`src/core/ssa_pkg.sv`:
```
// package: constants of the service unit status and access register bank
// assumes: AXI4-Lite slave, 32-bit data, register index = byte address / 4
package ssa_pkg;
  localparam int unsigned ADDR_W = 16;
  localparam int unsigned IDX_W = 14;
  // register indices (byte address is four times the index)
  localparam logic [13:0] IDX_SERVICE_STATUS = 14'h0002;
  localparam logic [13:0] IDX_COMPONENT_ID_1 = 14'h1ff4;
  localparam logic [13:0] IDX_COMPONENT_ID_2 = 14'h1ff8;
  localparam logic [13:0] IDX_COMPONENT_ID_3 = 14'h1ffc;
  localparam logic [13:0] IDX_BOOT_CH0 = 14'h0010;
  localparam logic [13:0] IDX_BOOT_CH1 = 14'h0011;
  localparam logic [13:0] IDX_DEBUG_CH0 = 14'h0012;
  localparam logic [13:0] IDX_DEBUG_CH1 = 14'h0013;
  localparam logic [13:0] IDX_IRQ_STATUS = 14'h0014;
  localparam logic [13:0] IDX_IRQ_MASK = 14'h0015;
  localparam logic [13:0] IDX_CTRL = 14'h0016;
  localparam logic [13:0] IDX_SEC_STATUS = 14'h0017;
  // service status field positions
  localparam int unsigned POS_BOOT_DIRTY = 6;
  localparam int unsigned POS_DEBUG_DIRTY = 4;
  localparam int unsigned POS_HOT_PLUG = 3;
  localparam int unsigned POS_PROBE = 2;
  localparam int unsigned POS_ACCESS_LEVEL = 0;
  // debugger access level codes
  localparam logic [1:0] LEVEL_SERVICE_ONLY = 2'h0;
  localparam logic [1:0] LEVEL_NON_SECURE = 2'h1;
  localparam logic [1:0] LEVEL_FULL = 2'h2;
  // interrupt status bit positions
  localparam int unsigned IRQ_ACCESS_ERR = 0;
  localparam int unsigned IRQ_BOOT_WR = 1;
  localparam int unsigned IRQ_DEBUG_WR = 2;
  localparam int unsigned IRQ_PROBE = 3;
  localparam int unsigned IRQ_W = 4;
  // control register field positions
  localparam int unsigned POS_WP_EN = 0;
  // reset values
  localparam logic RST_HOT_PLUG = 1'b1;
  localparam logic RST_WP_EN = 1'b0;
  localparam logic [3:0] RST_IRQ_MASK = 4'h0;
  // identification fields, values arbitrary
  localparam logic [3:0] CID_CLASS = 4'h9;
  localparam logic [3:0] CID_ID_A = 4'h3;
  localparam logic [7:0] CID_ID_B = 8'h5a;
  localparam logic [7:0] CID_ID_C = 8'h7c;
  // bus responses
  localparam logic [1:0] RESP_OKAY = 2'h0;
  localparam logic [1:0] RESP_SLVERR = 2'h2;
endpackage : ssa_pkg

```
`src/core/ssa_top.sv`:
```
// file: service unit status and access register bank, AXI4-Lite slave
// assumes: one clock, master keeps AXI4-Lite valid/ready rules, prot[1]=1 non-secure
//
// Behaviour
// - registers of 8, 16 or 32 bits take atomic 8, 16 and 32 bit accesses.
// - each byte and half of a word and each byte of a half is written alone by its strobes.
// - write-protected registers ignore writes while write protection is engaged.
// - when the unit is non-secure, secure and non-secure accesses are both granted.
// - when secured, a non-secure write is dropped, a read gives 0 and an access error fires.
// - the security status bit reads 0 when secured and 1 when non-secured.
// - after reset the security attribution is loaded from the user configuration input.
// - the boot channel dirty flags are read-only to bus writes.
// - writing boot channel register x sets boot dirty flag x.
// - reading boot channel register x clears boot dirty flag x.
// - debug channel register x sets debug dirty flag x on write and clears it on read.
// - hot-plug clears when hot-plugging is disabled and only reset sets it again.
// - probe-detected sets when a probe is seen and only reset clears it.
// - access level 0 is service space only, 1 non-secure only, 2 secure and non-secure.
`timescale 1ns/1ps
`default_nettype none
module ssa_top (
  // clock and reset
  input wire logic CLOCK,
  input wire logic ARST_N,
  // write address channel
  input wire logic AWVALID,
  output logic AWREADY,
  input wire logic [15:0] AWADDR,
  input wire logic [2:0] AWPROT,
  // write data channel
  input wire logic WVALID,
  output logic WREADY,
  input wire logic [31:0] WDATA,
  input wire logic [3:0] WSTRB,
  // write response channel
  output logic BVALID,
  input wire logic BREADY,
  output logic [1:0] BRESP,
  // read address channel
  input wire logic ARVALID,
  output logic ARREADY,
  input wire logic [15:0] ARADDR,
  input wire logic [2:0] ARPROT,
  // read data channel
  output logic RVALID,
  input wire logic RREADY,
  output logic [31:0] RDATA,
  output logic [1:0] RRESP,
  // device side inputs
  input wire logic CFG_NON_SECURE,
  input wire logic PROBE_PIN,
  input wire logic HOTPLUG_OFF_PIN,
  input wire logic [1:0] ACCESS_LEVEL,
  // outputs
  output logic ACCESS_ERR,
  output logic IRQ
);

  typedef struct packed {
    logic [1:0] probe_s;
    logic [1:0] hpoff_s;
    logic [1:0] level_s0;
    logic [1:0] level_s1;
    logic awready;
    logic wready;
    logic arready;
    logic aw_held;
    logic [13:0] aw_idx;
    logic aw_ns;
    logic w_held;
    logic [31:0] wdata;
    logic [3:0] wstrb;
    logic bvalid;
    logic [1:0] bresp;
    logic rvalid;
    logic [31:0] rdata;
    logic [1:0] rresp;
    logic access_err;
    logic irq;
    logic [1:0][31:0] boot_ch;
    logic [1:0][31:0] dbg_ch;
    logic [1:0] bdirty;
    logic [1:0] ddirty;
    logic hot_plug;
    logic probe;
    logic [1:0] level;
    logic non_secure;
    logic loaded;
    logic wp;
    logic [3:0] mask;
    logic [3:0] istat;
    logic rd_deny;
    logic [13:0] rd_idx;
  } ssa_state_s;

  ssa_state_s s_q;
  ssa_state_s s_d;
  logic wexec;
  logic wdeny;
  logic rexec;
  logic rdeny;
  logic [13:0] ridx;
  logic [3:0] ev;

  function automatic logic [13:0] ssa_idx(input logic [15:0] addr);
    ssa_idx = addr[15:2];
  endfunction : ssa_idx

  function automatic logic [31:0] ssa_merge(input logic [31:0] old, input logic [31:0] data,
                                            input logic [3:0] strb);
    logic [31:0] r;
    r = old;
    for (int i = 0; i < 4; i++) begin
      if (strb[i]) begin
        r[8*i +: 8] = data[8*i +: 8];
      end
    end
    ssa_merge = r;
  endfunction : ssa_merge

  always_comb begin
    s_d = s_q;
    s_d.access_err = 1'b0;
    ev = '0;
    s_d.probe_s = {s_q.probe_s[0], PROBE_PIN};
    s_d.hpoff_s = {s_q.hpoff_s[0], HOTPLUG_OFF_PIN};
    s_d.level_s0 = ACCESS_LEVEL;
    s_d.level_s1 = s_q.level_s0;
    s_d.level = s_q.level_s1;
    if (!s_q.loaded) begin
      s_d.non_secure = CFG_NON_SECURE;
      s_d.loaded = 1'b1;
    end
    if (s_q.hpoff_s[1]) begin
      s_d.hot_plug = 1'b0;
    end
    if (s_q.probe_s[1]) begin
      s_d.probe = 1'b1;
      ev[ssa_pkg::IRQ_PROBE] = !s_q.probe;
    end
    // channel acceptance
    if (AWVALID && s_q.awready) begin
      s_d.aw_held = 1'b1;
      s_d.aw_idx = ssa_idx(AWADDR);
      s_d.aw_ns = AWPROT[1];
    end
    if (WVALID && s_q.wready) begin
      s_d.w_held = 1'b1;
      s_d.wdata = WDATA;
      s_d.wstrb = WSTRB;
    end
    if (BREADY && s_q.bvalid) begin
      s_d.bvalid = 1'b0;
    end
    if (RREADY && s_q.rvalid) begin
      s_d.rvalid = 1'b0;
    end
    // read path first, so a write-side set wins over a read clear
    rexec = ARVALID && s_q.arready;
    ridx = ssa_idx(ARADDR);
    rdeny = !s_q.non_secure && ARPROT[1];
    if (rexec) begin
      s_d.rvalid = 1'b1;
      s_d.rresp = ssa_pkg::RESP_OKAY;
      s_d.rdata = '0;
      s_d.rd_deny = rdeny;
      s_d.rd_idx = ridx;
      if (rdeny) begin
        s_d.access_err = 1'b1;
        ev[ssa_pkg::IRQ_ACCESS_ERR] = 1'b1;
      end else begin
        case (ridx)
          ssa_pkg::IDX_SERVICE_STATUS: begin
            s_d.rdata[7:0] = {s_q.bdirty, s_q.ddirty, s_q.hot_plug, s_q.probe, s_q.level};
          end
          ssa_pkg::IDX_BOOT_CH0: begin
            s_d.rdata = s_q.boot_ch[0];
            s_d.bdirty[0] = 1'b0;
          end
          ssa_pkg::IDX_BOOT_CH1: begin
            s_d.rdata = s_q.boot_ch[1];
            s_d.bdirty[1] = 1'b0;
          end
          ssa_pkg::IDX_DEBUG_CH0: begin
            s_d.rdata = s_q.dbg_ch[0];
            s_d.ddirty[0] = 1'b0;
          end
          ssa_pkg::IDX_DEBUG_CH1: begin
            s_d.rdata = s_q.dbg_ch[1];
            s_d.ddirty[1] = 1'b0;
          end
          ssa_pkg::IDX_IRQ_STATUS: begin
            s_d.rdata[3:0] = s_q.istat;
            s_d.istat = '0;
          end
          ssa_pkg::IDX_IRQ_MASK: begin
            s_d.rdata[3:0] = s_q.mask;
          end
          ssa_pkg::IDX_CTRL: begin
            s_d.rdata[ssa_pkg::POS_WP_EN] = s_q.wp;
          end
          ssa_pkg::IDX_SEC_STATUS: begin
            s_d.rdata[0] = s_q.non_secure;
          end
          ssa_pkg::IDX_COMPONENT_ID_1: begin
            s_d.rdata[7:0] = {ssa_pkg::CID_CLASS, ssa_pkg::CID_ID_A};
          end
          ssa_pkg::IDX_COMPONENT_ID_2: begin
            s_d.rdata[7:0] = ssa_pkg::CID_ID_B;
          end
          ssa_pkg::IDX_COMPONENT_ID_3: begin
            s_d.rdata[7:0] = ssa_pkg::CID_ID_C;
          end
          default: begin
            s_d.rresp = ssa_pkg::RESP_SLVERR;
          end
        endcase
      end
    end
    // write path once address and data are both held
    wexec = s_q.aw_held && s_q.w_held && !s_q.bvalid;
    wdeny = !s_q.non_secure && s_q.aw_ns;
    if (wexec) begin
      s_d.aw_held = 1'b0;
      s_d.w_held = 1'b0;
      s_d.bvalid = 1'b1;
      s_d.bresp = ssa_pkg::RESP_OKAY;
      if (wdeny) begin
        s_d.access_err = 1'b1;
        ev[ssa_pkg::IRQ_ACCESS_ERR] = 1'b1;
      end else begin
        case (s_q.aw_idx)
          ssa_pkg::IDX_SERVICE_STATUS, ssa_pkg::IDX_COMPONENT_ID_1,
          ssa_pkg::IDX_COMPONENT_ID_2, ssa_pkg::IDX_COMPONENT_ID_3,
          ssa_pkg::IDX_IRQ_STATUS: begin
            s_d.bresp = ssa_pkg::RESP_OKAY;
          end
          ssa_pkg::IDX_BOOT_CH0, ssa_pkg::IDX_BOOT_CH1: begin
            s_d.boot_ch[s_q.aw_idx[0]] = ssa_merge(s_q.boot_ch[s_q.aw_idx[0]], s_q.wdata,
                                                   s_q.wstrb);
            s_d.bdirty[s_q.aw_idx[0]] = 1'b1;
            ev[ssa_pkg::IRQ_BOOT_WR] = 1'b1;
          end
          ssa_pkg::IDX_DEBUG_CH0, ssa_pkg::IDX_DEBUG_CH1: begin
            s_d.dbg_ch[s_q.aw_idx[0]] = ssa_merge(s_q.dbg_ch[s_q.aw_idx[0]], s_q.wdata,
                                                  s_q.wstrb);
            s_d.ddirty[s_q.aw_idx[0]] = 1'b1;
            ev[ssa_pkg::IRQ_DEBUG_WR] = 1'b1;
          end
          ssa_pkg::IDX_IRQ_MASK: begin
            if (!s_q.wp) begin
              s_d.mask = 4'(ssa_merge({28'h0, s_q.mask}, s_q.wdata, s_q.wstrb));
            end
          end
          ssa_pkg::IDX_CTRL: begin
            if (s_q.wstrb[0]) begin
              s_d.wp = s_q.wdata[ssa_pkg::POS_WP_EN];
            end
          end
          ssa_pkg::IDX_SEC_STATUS: begin
            if (s_q.wstrb[0] && !s_q.aw_ns) begin
              s_d.non_secure = s_q.wdata[0];
            end
          end
          default: begin
            s_d.bresp = ssa_pkg::RESP_SLVERR;
          end
        endcase
      end
    end
    // sticky status, set wins over read clear
    s_d.istat = s_d.istat | ev;
    s_d.awready = !s_d.aw_held && !s_d.bvalid;
    s_d.wready = !s_d.w_held && !s_d.bvalid;
    s_d.arready = !s_d.rvalid;
    s_d.irq = |(s_d.istat & s_d.mask);
  end

  always_ff @(posedge CLOCK or negedge ARST_N) begin
    if (!ARST_N) begin
      s_q <= '0;
      s_q.hot_plug <= ssa_pkg::RST_HOT_PLUG;
      s_q.wp <= ssa_pkg::RST_WP_EN;
      s_q.mask <= ssa_pkg::RST_IRQ_MASK;
    end else begin
      s_q <= s_d;
    end
  end

  assign AWREADY = s_q.awready;
  assign WREADY = s_q.wready;
  assign ARREADY = s_q.arready;
  assign BVALID = s_q.bvalid;
  assign BRESP = s_q.bresp;
  assign RVALID = s_q.rvalid;
  assign RDATA = s_q.rdata;
  assign RRESP = s_q.rresp;
  assign ACCESS_ERR = s_q.access_err;
  assign IRQ = s_q.irq;
endmodule : ssa_top
`default_nettype wire

```
`config.mk`:
```
export PLATFORM = sky130hd
export DESIGN_NAME = ssa_top
export DESIGN_NICKNAME = d
export VERILOG_FILES = /design/src/core/ssa_pkg.sv /design/src/core/ssa_top.sv
export SDC_FILE = /design/constraint.sdc
export NUM_CORES = 1
export LEC_CHECK = 0
export BUFFER_PORTS_ARGS = -buffer_cell sky130_fd_sc_hd__buf_4
export CORE_MARGIN = 2
export CORE_UTILIZATION = 50
export CTS_CLUSTER_SIZE = 12
export DETAILED_ROUTE_END_ITERATION = 10
export PLACE_DENSITY = 0.67
export SLEW_MARGIN = 20
export SYNTH_ARGS = -nofsm -noshare
export SYNTH_HDL_FRONTEND = slang
export SYNTH_SLANG_ARGS = --single-unit
```
`constraint.sdc`:
```
create_clock -name CLOCK -period 3.1 [get_ports CLOCK]
set_clock_uncertainty 0.15 [all_clocks]
set_input_delay 0.31 -clock CLOCK [delete_from_list [all_inputs] [get_ports CLOCK]]
set_output_delay 0.31 -clock CLOCK [all_outputs]
set_load 0.1 [all_outputs]
```
==> metrics.csv <==
metric,value,unit
Final #Nets,1066,
# DRC,0,
post-DP HPWL,15100,µm
Fin Setup TNS,0,ns
TritonCTS clock tree,built,
proportion of synthesized chip area in sequential cells,56.91,%
Crit path max-delay family,simple AND/OR/NAND/NOR gates,
Crit-path slowest cell,nor4_4,
Die X,152,µm
"Top FF cell, synth",dfrtp_1,
GRT Residual Overflow,0,
Tcrit/Tclk final,88.48,%
CP Class,flop to flop,
layout cells sized above 1,37.04,%
port bufs,118,
HP Class,input port to flop,
routed vias,7130,
mean routed wirelength per cell,18.99,µm
Post-synth EDFFs,0,
crit-path max FO,8,
Critical Path Start Type,flop,
YS warnings,0,
Worst Setup End Kind,flop,
Final Hold Violating Endpoints,0,
slowest cell delay on critical path,0.55,ns
area grow syn2layout,23.04,%
Worst Path Buf+Inv,0,
WL final,24280,µm
core region area,0.02169,mm²
Worst-Skew Late Latency,0.53,ns
Slew HR,56.29,%
asr flop ratio synth,100.0,%
Pre-antenna DRT Iters,5,
via/cell ratio,5.575,
CP required,3.35,ns
Syn Inst Count,829,
antenna cell count,0,
fin crit period,2.743,ns
final hold slack,0.04369,ns
Initial Utilization,50.50,%
gr usage total,21.08,%
H-tree levels,1,
Setup-failing EPs final,0,
FMAX,364.6,MHz
outcome,completed,
measured slew at the worst slew-check pin,0.6556,ns
initial antenna violation count,0,
Netlist cell types,56,
Worst Path Arrival,2.99,ns
first-pass GRT wire length,39720,µm
CTS max path bufs,3,
gpl congestion,0.7820,
Inst Count DP,1171,
Rows,54,
Synth Register Bits,249,
RSZ-0062 raised after global routing,no,
vias in the first global route,7463,
Max-cap violations,0,
CP Cell Sequence,"nor4_2, nand4b_2, nor4_4, nand2_1, mux2_1",
Clock Pin Slew Worst Setup and Hold Paths,0.06,ns
die area,0.02310,mm²
synthesized area per cell,13.21,µm²
total I/O pin count,129,
largest net degree at the start of global routing,79,
final antenna-violating net count,0,
clock sink count,249,
max-slew violations,0,
Syn Std Cell Area,0.01095,mm²
Leak Pwr,6.514,nW
Die Ht,152,µm
root buf cell,clkbuf_16,
"non-filler cells, final",1279,
Power Density,648.4,mW/mm²
worst vdd ir,0.5136,mV
number of buffers created by CTS,27,
Iteration-0 DRC Markers,337,
-- metrics by stage --
stage          cell area, µm²  worst slack (ns)  util [%]  total power [mW]
3_5_place_dp            11970            0.4208     55.19             5.510
5_1_grt                 13480            0.2309     62.13             9.141
3_3_place_gp            11970            0.4233     55.19             5.476
6_report                13480            0.3571     62.13             8.737
2_1_floorplan           10960            0.5160         -             5.007
4_1_cts                 13480            0.3401     62.13             8.815
-- worst paths after layout --
check                                       endpoint  cells past startpoint  slack, ns            startpoint
worst max-delay path             s_q[99]$_DFFE_PN0P_                      5       0.36  s_q[248]$_DFFE_PN0P_
worst min-delay path            ACCESS_ERR$_DFF_PN0_                      3       0.04               ARVALID
worst max register to register   s_q[99]$_DFFE_PN0P_                      5       0.36  s_q[248]$_DFFE_PN0P_
worst min register to register     s_d[26]$_DFF_PN0_                      0       0.20    s_d[258]$_DFF_PN0_
max in group asynchronous        s_q[29]$_DFFE_PN1P_                      3       1.72                ARST_N
min in group asynchronous          AWREADY$_DFF_PN0_                      2       0.20                ARST_N
-- where the power goes --
group | switching, mW | total [mW] | internal [mW] | leakage, nW
sequential | 0.490 | 4.15 | 3.66 | 3.29
clock | 1.25 | 3.23 | 1.98 | 0.446
combinational | 0.750 | 1.36 | 0.614 | 2.77
-- layout by cell type, fill, tap and decap left out, drive strengths merged, types with 4 or more instances in the layout --
cell type / instances
a21o: 4
a221oi: 4
a22o: 28
a31oi: 4
buf: 137
clkbuf: 43
dfrtp: 248
dlygate4sd3: 60
inv: 13
mux2: 181
mux2i: 57
nand2: 42
nand2b: 4
nand4: 12
nand4b: 4
nor2: 16
nor2b: 8
nor3: 9
nor4: 13
o21ai: 16
o22ai: 32
o31a: 4
or2: 10
-- sequential cells by signal (all words and copies together) (netlist names) --
signal	flops
RVALID	1
RRESP	1
IRQ	1
s_q	202
s_d	6
ACCESS_ERR	1
BVALID	1
BRESP	1
ARREADY	1
RDATA	32
WREADY	1
AWREADY	1
-- area by class of cell --
type,count,area [µm²]
multi-input combinational,493,4257
inverter,12,45.04
clock inverter,5,78.83
fill,1674,8213
tap,280,350.3
clock buffer,43,825.8
sequential,249,6232
timing repair buffer,197,1687
-- metal layers --
metal / routed length, µm / vias to the layer above / share of wire [%] / GRT usage, %
li1: - / 3325 / - / -
met1: 11220 / 3619 / 46 / 30.69
met2: 11600 / 156 / 48 / 34.13
met3: 1091 / 30 / 4.5 / 3.280
met4: 376 / 0 / 1.5 / 4.050
met5: 0 / - / 0 / 0
-- cells in the mapped netlist, drive strengths merged (10+ instances only) --
master	number	area share, %
dfrtp	248	57
mux2	181	19
mux2i	57	5.2
buf	43	2.7
nand2	42	1.4
clkbuf	33	1.1
o22ai	32	1.8
a22o	28	2.2
nor2	16	0.55
o21ai	16	0.73
nor4	13	1.1
inv	12	0.41
nand4	12	0.69
or2	10	0.57
-- worst reg2reg max path: cells and delay by family, from the launching register on --
kind             cells  cell delay [ns]
flip-flops           1             0.41
multiplexers         1             0.43
AND/OR/NAND/NOR      4             1.62
-- cell families (layout without fill, tap and decap cells) --
| family | Yosys count | after routing | share of synthesized area, % |
|---|---|---|---|
| xor+xnor | 1 | 1 | 0.07999 |
| simple gates | 140 | 140 | 7.266 |
| buf+inv | 88 | 257 | 4.273 |
| mux | 240 | 240 | 24.23 |
| other cells | 2 | 3 | 0.06857 |
| flops | 249 | 249 | 56.91 |
| compound gates | 109 | 109 | 7.175 |
-- repair_timing --
action                    4_1_cts  5_1_grt
buffers inserted                0        0
hold buffers                   60        0
hold endpoints to repair      134        0
resized for setup               0        0
Note: power is estimated with default switching activity, not from simulation.
